[src/common/stage_event_irq_map.vh]
// Register map and reset values of the stage event interrupt logic
`ifndef STAGE_EVENT_IRQ_MAP_VH
`define STAGE_EVENT_IRQ_MAP_VH

// Register port geometry
`define SEI_ADDR_W          10
`define SEI_DATA_W          16
`define SEI_STEPS           12

// Register offsets
`define SEI_LOW_EN_OFS      10'h005
`define SEI_DONE_EN_OFS     10'h007
`define SEI_LOW_FLAG_OFS    10'h008
`define SEI_DONE_FLAG_OFS   10'h00A

// Field positions
`define SEI_STEP_LSB        0
`define SEI_STEP_MSB        11
`define SEI_GPIO_EN_BIT     12

// Reset values
`define SEI_LOW_EN_RST      16'h0000
`define SEI_DONE_EN_RST     13'h0000
`define SEI_LOW_FLAG_RST    12'h000
`define SEI_DONE_FLAG_RST   13'h0000
`define SEI_RDATA_RST       16'h0000

`endif

[src/verilog/stage_event_interrupt_logic.v]
// Per-step interrupt enables, low limit status and active low interrupt output
//
// Behaviour
// - Completion enable bits 0..11 let that step's finished conversion assert the interrupt.
// - A cleared completion enable keeps that step off the interrupt; enables reset to zero.
// - Completion enable bit 12 lets a level change on the input pin interrupt.
// - Low limit status bits 0..11 report steps whose result passed the low level.
// - Low limit status bits clear on read unless the limit is still exceeded.
// - Separate low interrupt enable register gates low limit events onto the interrupt.
`timescale 1ns/1ps
`default_nettype none
`include "stage_event_irq_map.vh"

module stage_event_interrupt_logic (
	// Clock and reset
	input  wire                      ref_clk,
	input  wire                      sys_rst,
	// Register port
	input  wire [`SEI_ADDR_W-1:0]    regAddr,
	input  wire [`SEI_DATA_W-1:0]    regWrData,
	input  wire                      regWrStrobe,
	input  wire                      regRdStrobe,
	output reg  [`SEI_DATA_W-1:0]    regRdData_q,
	output reg                       regRdValid_q,
	// Converter events
	input  wire [`SEI_STEPS-1:0]     stepDone,
	input  wire [`SEI_STEPS-1:0]     lowLimitExceeded,
	// General purpose input pin
	input  wire                      gpioIn,
	// Interrupt pin
	output reg                       intN_q
);

	// Register storage
	reg  [`SEI_DATA_W-1:0]      lowEnable_q;
	reg  [`SEI_DATA_W-1:0]      lowEnable_d;
	reg  [`SEI_GPIO_EN_BIT:0]   doneEnable_q;
	reg  [`SEI_GPIO_EN_BIT:0]   doneEnable_d;

	// Write strobes
	wire                        wrLowEnable;
	wire                        wrDoneEnable;

	// Pin change detection
	reg                         gpioPrev_q;
	reg                         gpioPrimed_q;
	wire                        gpioChange;

	// Flag banks
	wire [`SEI_STEPS-1:0]       lowFlags;
	wire [`SEI_GPIO_EN_BIT:0]   doneFlags;
	wire [`SEI_STEPS-1:0]       lowClear;
	wire [`SEI_GPIO_EN_BIT:0]   doneClear;
	wire [`SEI_GPIO_EN_BIT:0]   doneSet;

	// Read path
	reg  [`SEI_DATA_W-1:0]      rdData_d;
	wire                        rdLowFlags;
	wire                        rdDoneFlags;

	// Interrupt combine
	wire                        anyPending;
	wire                        lowPending;
	wire                        donePending;
	wire                        gpioPending;

	// Address match against one register offset
	function addrHit;
		input [`SEI_ADDR_W-1:0] addr;
		input [`SEI_ADDR_W-1:0] offset;
		begin
			addrHit = (addr == offset);
		end
	endfunction

	// True when any flag is pending with its enable set
	function anyArmed;
		input [`SEI_STEPS-1:0] flags;
		input [`SEI_STEPS-1:0] enables;
		begin
			anyArmed = |(flags & enables);
		end
	endfunction

	// Writes to status and unmapped offsets fall through unused
	assign wrLowEnable  = regWrStrobe & addrHit(regAddr, `SEI_LOW_EN_OFS);
	assign wrDoneEnable = regWrStrobe & addrHit(regAddr, `SEI_DONE_EN_OFS);

	// Write decode
	always @* begin
		lowEnable_d  = lowEnable_q;
		doneEnable_d = doneEnable_q;
		if (wrLowEnable) begin
			lowEnable_d = regWrData;
		end
		if (wrDoneEnable) begin
			doneEnable_d = regWrData[`SEI_GPIO_EN_BIT:0];
		end
	end

	always @(posedge ref_clk) begin
		if (sys_rst) begin
			lowEnable_q  <= `SEI_LOW_EN_RST;
			doneEnable_q <= `SEI_DONE_EN_RST;
		end else begin
			lowEnable_q  <= lowEnable_d;
			doneEnable_q <= doneEnable_d;
		end
	end

	// Pin sampled as synchronous; first cycle after reset only primes the history
	always @(posedge ref_clk) begin
		if (sys_rst) begin
			gpioPrev_q   <= 1'b0;
			gpioPrimed_q <= 1'b0;
		end else begin
			gpioPrev_q   <= gpioIn;
			gpioPrimed_q <= 1'b1;
		end
	end

	assign gpioChange = gpioPrimed_q & (gpioIn ^ gpioPrev_q);

	assign rdLowFlags  = regRdStrobe & addrHit(regAddr, `SEI_LOW_FLAG_OFS);
	assign rdDoneFlags = regRdStrobe & addrHit(regAddr, `SEI_DONE_FLAG_OFS);

	assign lowClear  = {`SEI_STEPS{rdLowFlags}};
	assign doneClear = {(`SEI_GPIO_EN_BIT + 1){rdDoneFlags}};
	assign doneSet   = {gpioChange, stepDone};

	sticky_event_flags #(
		.WIDTH     (`SEI_STEPS)
	) lowFlagBank (
		.ref_clk   (ref_clk),
		.sys_rst   (sys_rst),
		// A level still above the limit keeps setting the bit over a read
		.setMask   (lowLimitExceeded),
		.clearMask (lowClear),
		.flags_q   (lowFlags)
	);

	sticky_event_flags #(
		.WIDTH     (`SEI_GPIO_EN_BIT + 1)
	) doneFlagBank (
		.ref_clk   (ref_clk),
		.sys_rst   (sys_rst),
		.setMask   (doneSet),
		.clearMask (doneClear),
		.flags_q   (doneFlags)
	);

	// Read mux; unmapped offsets and unused bits at 0x007, 0x008 and 0x00A read zero; 0x005 returns all 16 bits
	always @* begin
		rdData_d = `SEI_RDATA_RST;
		case (regAddr)
			`SEI_LOW_EN_OFS: begin
				rdData_d = lowEnable_q;
			end
			`SEI_DONE_EN_OFS: begin
				rdData_d[`SEI_GPIO_EN_BIT:0] = doneEnable_q;
			end
			`SEI_LOW_FLAG_OFS: begin
				rdData_d[`SEI_STEP_MSB:`SEI_STEP_LSB] = lowFlags;
			end
			`SEI_DONE_FLAG_OFS: begin
				rdData_d[`SEI_GPIO_EN_BIT:0] = doneFlags;
			end
			default: begin
				rdData_d = `SEI_RDATA_RST;
			end
		endcase
	end

	// Read data is captured before the clear lands, so no event is lost
	always @(posedge ref_clk) begin
		if (sys_rst) begin
			regRdData_q <= `SEI_RDATA_RST;
		end else if (regRdStrobe) begin
			regRdData_q <= rdData_d;
		end
	end

	// Answer strobe trails the request by one fixed cycle
	always @(posedge ref_clk) begin
		if (sys_rst) begin
			regRdValid_q <= 1'b0;
		end else begin
			regRdValid_q <= regRdStrobe;
		end
	end

	assign lowPending  = anyArmed(lowFlags, lowEnable_q[`SEI_STEP_MSB:`SEI_STEP_LSB]);

	assign donePending = anyArmed(doneFlags[`SEI_STEP_MSB:`SEI_STEP_LSB],
		doneEnable_q[`SEI_STEP_MSB:`SEI_STEP_LSB]);

	assign gpioPending = doneFlags[`SEI_GPIO_EN_BIT] & doneEnable_q[`SEI_GPIO_EN_BIT];

	assign anyPending = lowPending | donePending | gpioPending;

	always @(posedge ref_clk) begin
		if (sys_rst) begin
			intN_q <= 1'b1;
		end else begin
			intN_q <= ~anyPending;
		end
	end

endmodule // stage_event_interrupt_logic

`default_nettype wire

[src/verilog/sticky_event_flags.v]
// Sticky event flags, set by hardware and cleared by a register read
`timescale 1ns/1ps
`default_nettype none

module sticky_event_flags #(
	parameter WIDTH = 12
) (
	// Clock and reset
	input  wire             ref_clk,
	input  wire             sys_rst,
	// Events and clear
	input  wire [WIDTH-1:0] setMask,
	input  wire [WIDTH-1:0] clearMask,
	// Flag state
	output reg  [WIDTH-1:0] flags_q
);

	wire [WIDTH-1:0] flags_d;

	// Set wins over a clear arriving in the same cycle
	assign flags_d = (flags_q & ~clearMask) | setMask;

	always @(posedge ref_clk) begin
		if (sys_rst) begin
			flags_q <= {WIDTH{1'b0}};
		end else begin
			flags_q <= flags_d;
		end
	end

endmodule // sticky_event_flags

`default_nettype wire

[config.mk]
export PLATFORM = sky130hd
export DESIGN_NAME = stage_event_interrupt_logic
export DESIGN_NICKNAME = d
export VERILOG_FILES = /design/src/verilog/stage_event_interrupt_logic.v /design/src/verilog/sticky_event_flags.v
export VERILOG_INCLUDE_DIRS = /design/src /design/src/common
export SDC_FILE = /design/constraint.sdc
export NUM_CORES = 1
export LEC_CHECK = 0
export BUFFER_PORTS_ARGS = -buffer_cell sky130_fd_sc_hd__buf_2
export CAP_MARGIN = 20
export CORE_ASPECT_RATIO = 1.4
export CORE_MARGIN = 3
export CORE_UTILIZATION = 25
export CTS_BUF_LIST = sky130_fd_sc_hd__clkbuf_2 sky130_fd_sc_hd__clkbuf_4 sky130_fd_sc_hd__clkbuf_8
export CTS_CLUSTER_DIAMETER = 100
export DETAILED_ROUTE_END_ITERATION = 8
export GPL_TIMING_DRIVEN = 0
export HOLD_SLACK_MARGIN = 0.02
export PLACE_DENSITY = 0.41
export SETUP_SLACK_MARGIN = 0.2
export SLEW_MARGIN = 0
export SYNTH_ARGS = -nofsm -noshare
export SYNTH_HDL_FRONTEND = slang
export SYNTH_SLANG_ARGS = --single-unit
[constraint.sdc]
create_clock -name ref_clk -period 2.05 [get_ports ref_clk]
set_input_delay 0.3075 -clock ref_clk [delete_from_list [all_inputs] [get_ports ref_clk]]
set_output_delay 0.3075 -clock ref_clk [all_outputs]
set_load 0.01 [all_outputs]
==> results of run 1 <==
==> cells in the mapped netlist <==
library cell / number
nor2b_1: 11
nand2b_1: 6
or3b_2: 1
mux2_2: 9
a211oi_1: 12
buf_4: 1
buf_2: 2
and3_1: 1
buf_6: 2
a31oi_1: 1
or4b_1: 1
or4b_2: 1
a22oi_1: 3
mux2i_1: 45
o211ai_1: 4
a222oi_1: 1
nand3_1: 4
or4_4: 2
o21ai_0: 2
a32o_1: 1
clkbuf_1: 21
buf_8: 1
a41oi_1: 1
xor2_1: 1
nand4_1: 3
dfxtp_1: 74
nand4bb_1: 1
inv_1: 2
nand2_1: 3
a21oi_1: 15
clkinv_1: 1
or2_2: 1
a221oi_1: 4
nor4_1: 17
nor2_1: 57
nor4_4: 1
a311oi_1: 8
a22o_1: 16
nor3_1: 9
buf_1: 1
==> power by group through the flow <==
| stage | registers (mW) | clock network, mW | logic (mW) |
|---|---|---|---|
| floorplan | 1.54 | 0 | 0.139 |
| global placement | 1.56 | 0 | 0.246 |
| detailed placement | 1.56 | 0 | 0.249 |
| CTS | 1.53 | 1.33 | 0.250 |
| global route | 1.53 | 1.38 | 0.280 |
| finish | 1.53 | 1.29 | 0.251 |
==> cell type report <==
cell class / count / area (µm²) / area share
plain buffers: 28 / 141.4 / 0.03400
repair buffers: 71 / 357.8 / 0.08604
clock inverters: 4 / 75.07 / 0.01805
flip-flops and latches: 74 / 1481 / 0.3562
inverters: 3 / 11.26 / 0.002708
clock buffers: 11 / 151.4 / 0.03640
multi-input cells: 242 / 1718 / 0.4131
well taps: 178 / 222.7 / 0.05355
==> worst max-delay path by stage <==
stage / to / slack, ps / depth (start not counted) / startpoint
2_1_floorplan: lowEnable_q[10]$_SDFFE_PP0P_ / 130 / 6 / regAddr[5]
4_1_cts: lowFlagBank.flags_q[10]$_SDFF_PP0_ / 230 / 6 / regAddr[5]
3_5_place_dp: regRdData_q[15]$_SDFFE_PP0P_ / -190 / 7 / regAddr[5]
3_3_place_gp: regRdData_q[14]$_SDFFE_PP0P_ / -180 / 7 / regAddr[5]
6_report: lowEnable_q[6]$_SDFFE_PP0P_ / 280 / 7 / regAddr[5]
5_1_grt: doneFlagBank.flags_q[9]$_SDFF_PP0_ / 190 / 7 / regAddr[0]
==> registers in the layout (all words and copies together), names as in the netlist <==
register,count
gpioPrev_q,1
doneFlagBank.flags_q,13
intN_q,1
doneEnable_q,13
lowFlagBank.flags_q,12
gpioPrimed_q,1
lowEnable_q,16
regRdData_q,16
regRdValid_q,1
==> cells by family (layout without fill, tap and decap cells) <==
logic type / after synthesis / count (layout)
buf+inv: 31 / 117
flops: 74 / 74
mux: 54 / 54
xor+xnor: 1 / 1
simple gates: 119 / 119
compound gates: 68 / 68
==> layout by cell type (no fill, tap or decap), types with 4 or more instances in the layout <==
master / netlist / routed
nor2_1: 57 / 56
clkbuf_1: 21 / 18
buf_2: 2 / 72
mux2_2: 9 / 9
nand2b_1: 6 / 6
nor3_1: 9 / 9
nor2b_1: 11 / 10
a211oi_1: 12 / 12
nand3_1: 4 / 4
mux2i_1: 45 / 45
a21oi_1: 15 / 15
a22o_1: 16 / 16
dfxtp_1: 74 / 74
nor4_1: 17 / 14
a311oi_1: 8 / 8
o211ai_1: 4 / 4
clkbuf_8: 0 / 11
a221oi_1: 4 / 4
==> per-layer routing <==
| layer | global-route usage | up-vias | routed length (µm) |
|---|---|---|---|
| met5 | 0 | - | 0 |
| met1 | 0.1848 | 1346 | 4585 |
| met3 | 0.03188 | 16 | 451 |
| met2 | 0.2638 | 69 | 5572 |
| li1 | - | 1453 | - |
| met4 | 0.06889 | 0 | 335 |
==> repair_timing <==
action / CTS / global route
pin swaps: 0 / 1
gates resized for setup: 1 / 11
endpoints found under the setup margin: 2 / 30
buffers inserted: 0 / 1
hold buffers: 0 / 0
==> metrics by stage <==
stage | setup slack, ps | hold slack, ps | total power [mW] | area, µm²
finish | 282.3 | 167.6 | 3.066 | 4159
global route | 186.0 | 151.9 | 3.192 | 4159
CTS | 228.8 | 148.8 | 3.104 | 4123
detailed placement | -185.2 | 465.6 | 1.811 | 3890
global placement | -183.7 | 455.3 | 1.807 | 3890
floorplan | 127.5 | 435.7 | 1.678 | 3317
==> worst reg2reg max path: cells and delay by family, from the launching register on <==
kind | cells | cell delay (ps)
AND/OR/NAND/NOR | 1 | 140
AO/OA/AOI/OAI | 3 | 700
flip-flops | 1 | 360
==> results.py, run 1 <==
metrics = {
    "critical_path": {
        "worstSetupStartpointType": "input pin",
        "critPathTopFamily": "simple AND/OR/NAND/NOR gates",
        "crit_arrival_ps": 2000,
        "timing.critical_path.slowest_stage_cell": "or4_4",
        "r2r_slack_ps": 780,
        "reg2reg_to": "intN_q$_SDFF_PP1_",
        "worstPathMaxFanout": 10,
        "critical_setup_path_kind": "in -> reg",
        "regToRegStartpoint": "doneFlagBank.flags_q[4]$_SDFF_PP0_",
        "critPathBufInv": 3,
        "cpPeakStageDelay_ps": 560,
        "cp.required_ps": 2280,
        "r2r.worst_path.cells": 4,
        "critical-path-top-cell-by-count": "or4_4",
        "path_cells": "buf_2, or4_4, or4_4, buf_6, buf_8, mux2i_1, nor2_1",
        "worstSetupEndpointType": "flip-flop",
    },
    "cells_and_area": {
        "number_of_cells_in_the_finished_layout_apart_from_fillers": 611,
        "final_core_util": 0.3215,
        "post_route_cells_drive_above_1_share": 0.2679,
        "nFillCells": 1373,
        "finish.net_count": 484,
        "area_growth_syn_to_layout_pct": 25.39,
        "antenna-diode-count": 0,
    },
    "run": {
        "cap_viol_max_count": 0,
    },
    "cts": {
        "path_clk_slew_ps": 80,
        "clock_sinks": 74,
        "tritoncts_clock_tree": "yes",
        "insertion_delay_ps": 350,
        "clock_tree.root_cell": "clkbuf_8",
        "cts_inserted_buffers": 9,
        "h-tree-depth": 3,
        "cts.path.max_buffers": 2,
    },
    "place": {
        "hpwl_mm": 8.715,
        "globalplace.congestion": 0.8243,
        "port_buffers": 70,
        "placed_cells": 595,
    },
    "routing": {
        "route.detailed.drc": 0,
        "drtIter0Drc": 152,
        "ant_nets": 0,
        "drt-wirelength-per-cell_um": 17.91,
        "vias_per_cell": 4.720,
        "iteration_count_of_the_initial_detailed_routing_pass": 4,
        "detailroute.via_count": 2884,
        "wirelength_mm": 10.94,
    },
    "synth": {
        "largest_family_of_logic_cells_by_synthesized_area": "simple AND/OR/NAND/NOR gates",
        "synth.top_cell.area_share": 0.4466,
        "post_synthesis_compound_gate_area_fraction": 0.1531,
        "muxShareOfSynthArea": 0.1664,
        "post_synth_main_area_contributors": "dfxtp_1 (45%), mux2i_1 (14%), nor2_1 (6.5%)",
        "synth_warnings": 0,
        "post_synth_and_or_nand_nor_area_fraction": 0.1863,
        "cell_variety_after_synth": 40,
        "parity_gate_share_of_the_synthesized_area_counting_xor_and_xnor_cells": 0.002641,
        "cells_after_synth": 347,
        "synthesis.area_um2": 3317,
        "mappedNetlistNets": 402,
        "synth_adder_area_share": 0,
        "synth_area_leader_cell": "dfxtp_1",
        "synth_seq_area_share": 0.4466,
        "synth-seq-cells": 74,
        "avgSynthCellArea_um2": 9.559,
    },
    "global_route": {
        "globalRouteTotalUtil": 0.1551,
        "number_of_antenna_violations_at_the_first_check_in_global_routing": 0,
        "wire_length_of_the_first_global_routing_pass_mm": 16.76,
        "grt.overflow.total": 0,
        "grt_start_max_net_pins": 13,
        "vias_in_the_first_global_route": 2930,
    },
    "die": {
        "initial_utilization": 0.2564,
        "die-width_um": 103.4,
        "die-area_um2": 14710,
        "io_pins": 73,
        "core_area_um2": 12940,
        "die-height_um": 142.3,
        "rows": 49,
    },
    "worst_hold_path": {
        "min_to": "doneFlagBank.flags_q[10]$_SDFF_PP0_",
        "worstHoldPathType": "in -> reg",
        "hold_start": "stepDone[10]",
        "worstHoldPathCells": 2,
    },
    "outcome": {
        "result_of_the_run": "completed",
    },
    "sta": {
        "tns_ps": 0,
        "timing.max_slew.rel_slack": 0.5119,
        "finalSetupViolCount": 0,
        "period_share": 0.8623,
        "slew_viol_final": 0,
        "period_minus_slack_ps": 1768,
        "max_freq_ghz": 0.5657,
        "finalHoldViolations": 0,
        "rsz0062_at_grt": "yes",
        "fin_skew_ps": 9.658,
        "tightest_slew_ps": 732.2,
    },
    "power": {
        "p_sw_frac": 0.2395,
        "p_leak_nw": 1.704,
        "peakVddDrop_v": 0.0003257,
        "cellPowerDensity_nw_per_um2": 737.2,
        "p_clk_frac": 0.420,
        "seqPwrFrac": 0.498,
        "p_int_mw": 2.332,
        "net-switching-power_mw": 0.7344,
        "comb_power_share": 0.082,
    },
}
No activity file was read; power rests on OpenSTA's default activity.
==> run 2: changes to the inputs <==
--- a/config.mk
+++ b/config.mk
@@ -16,7 +16,7 @@
 export DETAILED_ROUTE_END_ITERATION = 8
 export GPL_TIMING_DRIVEN = 0
 export HOLD_SLACK_MARGIN = 0.02
-export PLACE_DENSITY = 0.41
+export PLACE_DENSITY = 0.4
 export SETUP_SLACK_MARGIN = 0.2
 export SLEW_MARGIN = 0
 export SYNTH_ARGS = -nofsm -noshare
==> constraint.sdc (replaced) <==
create_clock -name ref_clk -period 2.1 [get_ports ref_clk]
set_input_delay 0.315 -clock ref_clk [delete_from_list [all_inputs] [get_ports ref_clk]]
set_output_delay 0.315 -clock ref_clk [all_outputs]
set_load 0.01 [all_outputs]
==> results.py, run 2 (synthesis results as in run 1) <==
metrics = {
    "outcome": {
        "result_of_the_run": "completed",
    },
    "power": {
        "peakVddDrop_v": 0.0003464,
        "net-switching-power_mw": 0.7209,
        "p_leak_nw": 1.730,
        "comb_power_share": 0.079,
        "p_clk_frac": 0.438,
        "final_total_power_mw": 3.082,
        "p_sw_frac": 0.2339,
        "p_int_mw": 2.362,
        "cellPowerDensity_nw_per_um2": 738.7,
        "seqPwrFrac": 0.483,
    },
    "cells_and_area": {
        "final_cell_mix": "dfxtp_1 (74), buf_2 (72), nor2_1 (57)",
        "finish.net_count": 487,
        "final_core_util": 0.3226,
        "area_growth_syn_to_layout_pct": 25.80,
        "ff_latch_area_um2": 1481,
        "post_route_cells_drive_above_1_share": 0.2638,
        "nFillCells": 1361,
        "antenna-diode-count": 0,
        "largestRegisters": "lowEnable_q (16), regRdData_q (16)",
        "multi_input_area_um2": 1695,
        "mostFrequentLayoutCell": "dfxtp_1",
    },
    "die": {
        "rows": 49,
        "die-width_um": 103.4,
        "core_area_um2": 12940,
        "die-height_um": 142.3,
        "die-area_um2": 14710,
        "initial_utilization": 0.2564,
        "io_pins": 73,
    },
    "sta": {
        "finalSetupViolCount": 0,
        "fin_skew_ps": 7.830,
        "period_minus_slack_ps": 1815,
        "finalHoldViolations": 0,
        "timing.max_slew.rel_slack": 0.4942,
        "period_share": 0.8643,
        "slew_viol_final": 0,
        "max_freq_ghz": 0.5510,
        "tightest_slew_ps": 758.7,
        "finalWorstSetupSlack_ps": 285.0,
        "rsz0062_at_grt": "no",
    },
    "critical_path": {
        "critical-path-top-cell-by-count": "buf_2",
        "worstPathMaxFanout": 10,
        "worstSetupStartpointType": "input pin",
        "critical_setup_path_kind": "in -> reg",
        "path_cells": "buf_2, or4_4, buf_4, buf_2, nor4_1, o211ai_1, a21oi_1",
        "crit_arrival_ps": 2100,
        "cpPeakStageDelay_ps": 570,
        "cp.required_ps": 2380,
        "r2r.worst_path.cells": 4,
        "worstSetupEndpointType": "flip-flop",
        "timing.critical_path.slowest_stage_cell": "or4_4",
    },
    "global_route": {
        "wire_length_of_the_first_global_routing_pass_mm": 16.88,
        "grt.overflow.total": 0,
        "grt_start_max_net_pins": 13,
        "number_of_antenna_violations_at_the_first_check_in_global_routing": 0,
        "globalRouteTotalUtil": 0.1557,
        "vias_in_the_first_global_route": 2893,
    },
    "cts": {
        "clock_sinks": 74,
        "cts.path.max_buffers": 2,
        "clock_tree.root_cell": "clkbuf_8",
        "insertion_delay_ps": 350,
        "tritoncts_clock_tree": "yes",
        "path_clk_slew_ps": 80,
        "cts_inserted_buffers": 9,
        "h-tree-depth": 3,
        "hold_bufs_inserted_after_cts": 0,
    },
    "routing": {
        "wirelength_mm": 11.21,
        "vias_per_cell": 4.752,
        "iteration_count_of_the_initial_detailed_routing_pass": 4,
        "ant_nets": 0,
        "dr_wl_met2_mm": 5.850,
        "route.met3.wl_um": 446,
        "topRoutingLayerUsed": "met4",
        "detailroute.via_count": 2918,
        "drt-wirelength-per-cell_um": 18.25,
        "route.detailed.drc": 0,
        "route.layer.met1.wl_mm": 4.681,
        "drtIter0Drc": 139,
    },
    "place": {
        "globalplace.congestion": 0.8158,
        "preCtsSetupSlack_ps": -145.6,
        "port_buffers": 70,
        "hpwl_mm": 8.760,
    },
    "worst_hold_path": {
        "worstHoldPathCells": 2,
        "worstHoldPathType": "in -> reg",
    },
    "run": {
        "cap_viol_max_count": 0,
    },
}
run 2: changes by cell type in the layout (fill, tap and decap cells not counted), sizes merged:
cell / delta
buf: +3
bufinv: +1
clkinvlp: -1
clkinv: +1
clkbuf: -1
run 2: metal layers:
metal	vias up	track usage
li1	1460	-
met1	1370	0.1887
met2	77	0.2671
met3	11	0.03139
met4	0	0.05798
met5	-	0
run 2: path summary, 6_finish.rpt:
| path | startpoint | to | slack (ps) |
|---|---|---|---|
| setup reg to reg | doneFlagBank.flags_q[3]$_SDFF_PP0_ | regRdData_q[3]$_SDFFE_PP0P_ | 880 |
| setup / recovery | regAddr[5] | regRdData_q[3]$_SDFFE_PP0P_ | 280 |
| hold / removal | stepDone[3] | doneFlagBank.flags_q[3]$_SDFF_PP0_ | 180 |
| hold reg to reg | regRdData_q[11]$_SDFFE_PP0P_ | regRdData_q[11]$_SDFFE_PP0P_ | 470 |
run 2: final cells by class:
cell class | instances | area share
Clock inverter | 5 | 0.02459
Buffer | 28 | 0.03388
Tap cell | 178 | 0.05337
Timing Repair Buffer | 74 | 0.09115
Multi-Input combinational cell | 242 | 0.4063
Inverter | 3 | 0.002699
Sequential cell | 74 | 0.3550
Clock buffer | 10 | 0.03298
run 2: worst max-delay path: cells and delay by family:
kind	cells	cell delay (ps)
AO/OA/AOI/OAI	2	340
buffers and inverters	3	490
AND/OR/NAND/NOR	2	950
run 2: timing repair:
item,CTS,global route
resized for setup,0,8
endpoints found under the hold margin,0,0
endpoints found under the setup margin,0,28
buffers inserted,0,4
run 2: power groups by stage:
stage / Sequential (mW) / Combinational (mW) / Clock, mW
after floorplan: 1.50 / 0.136 / 0
after global placement: 1.52 / 0.241 / 0
after detailed placement: 1.52 / 0.243 / 0
after CTS: 1.49 / 0.244 / 1.39
after global routing: 1.50 / 0.267 / 1.45
final: 1.49 / 0.243 / 1.35
run 2: through the flow:
stage / TNS (ps) / area (µm²) / std cells / hold slack, ps
after global routing: 0 / 4173 / 614 / 166.5
final: 0 / 4173 / 614 / 176.4
after global placement: -4721 / 3890 / 595 / 452.6
after CTS: 0 / 4130 / 610 / 159.2
after detailed placement: -5137 / 3890 / 595 / 455.7
after floorplan: 0 / 3317 / 347 / 443.2
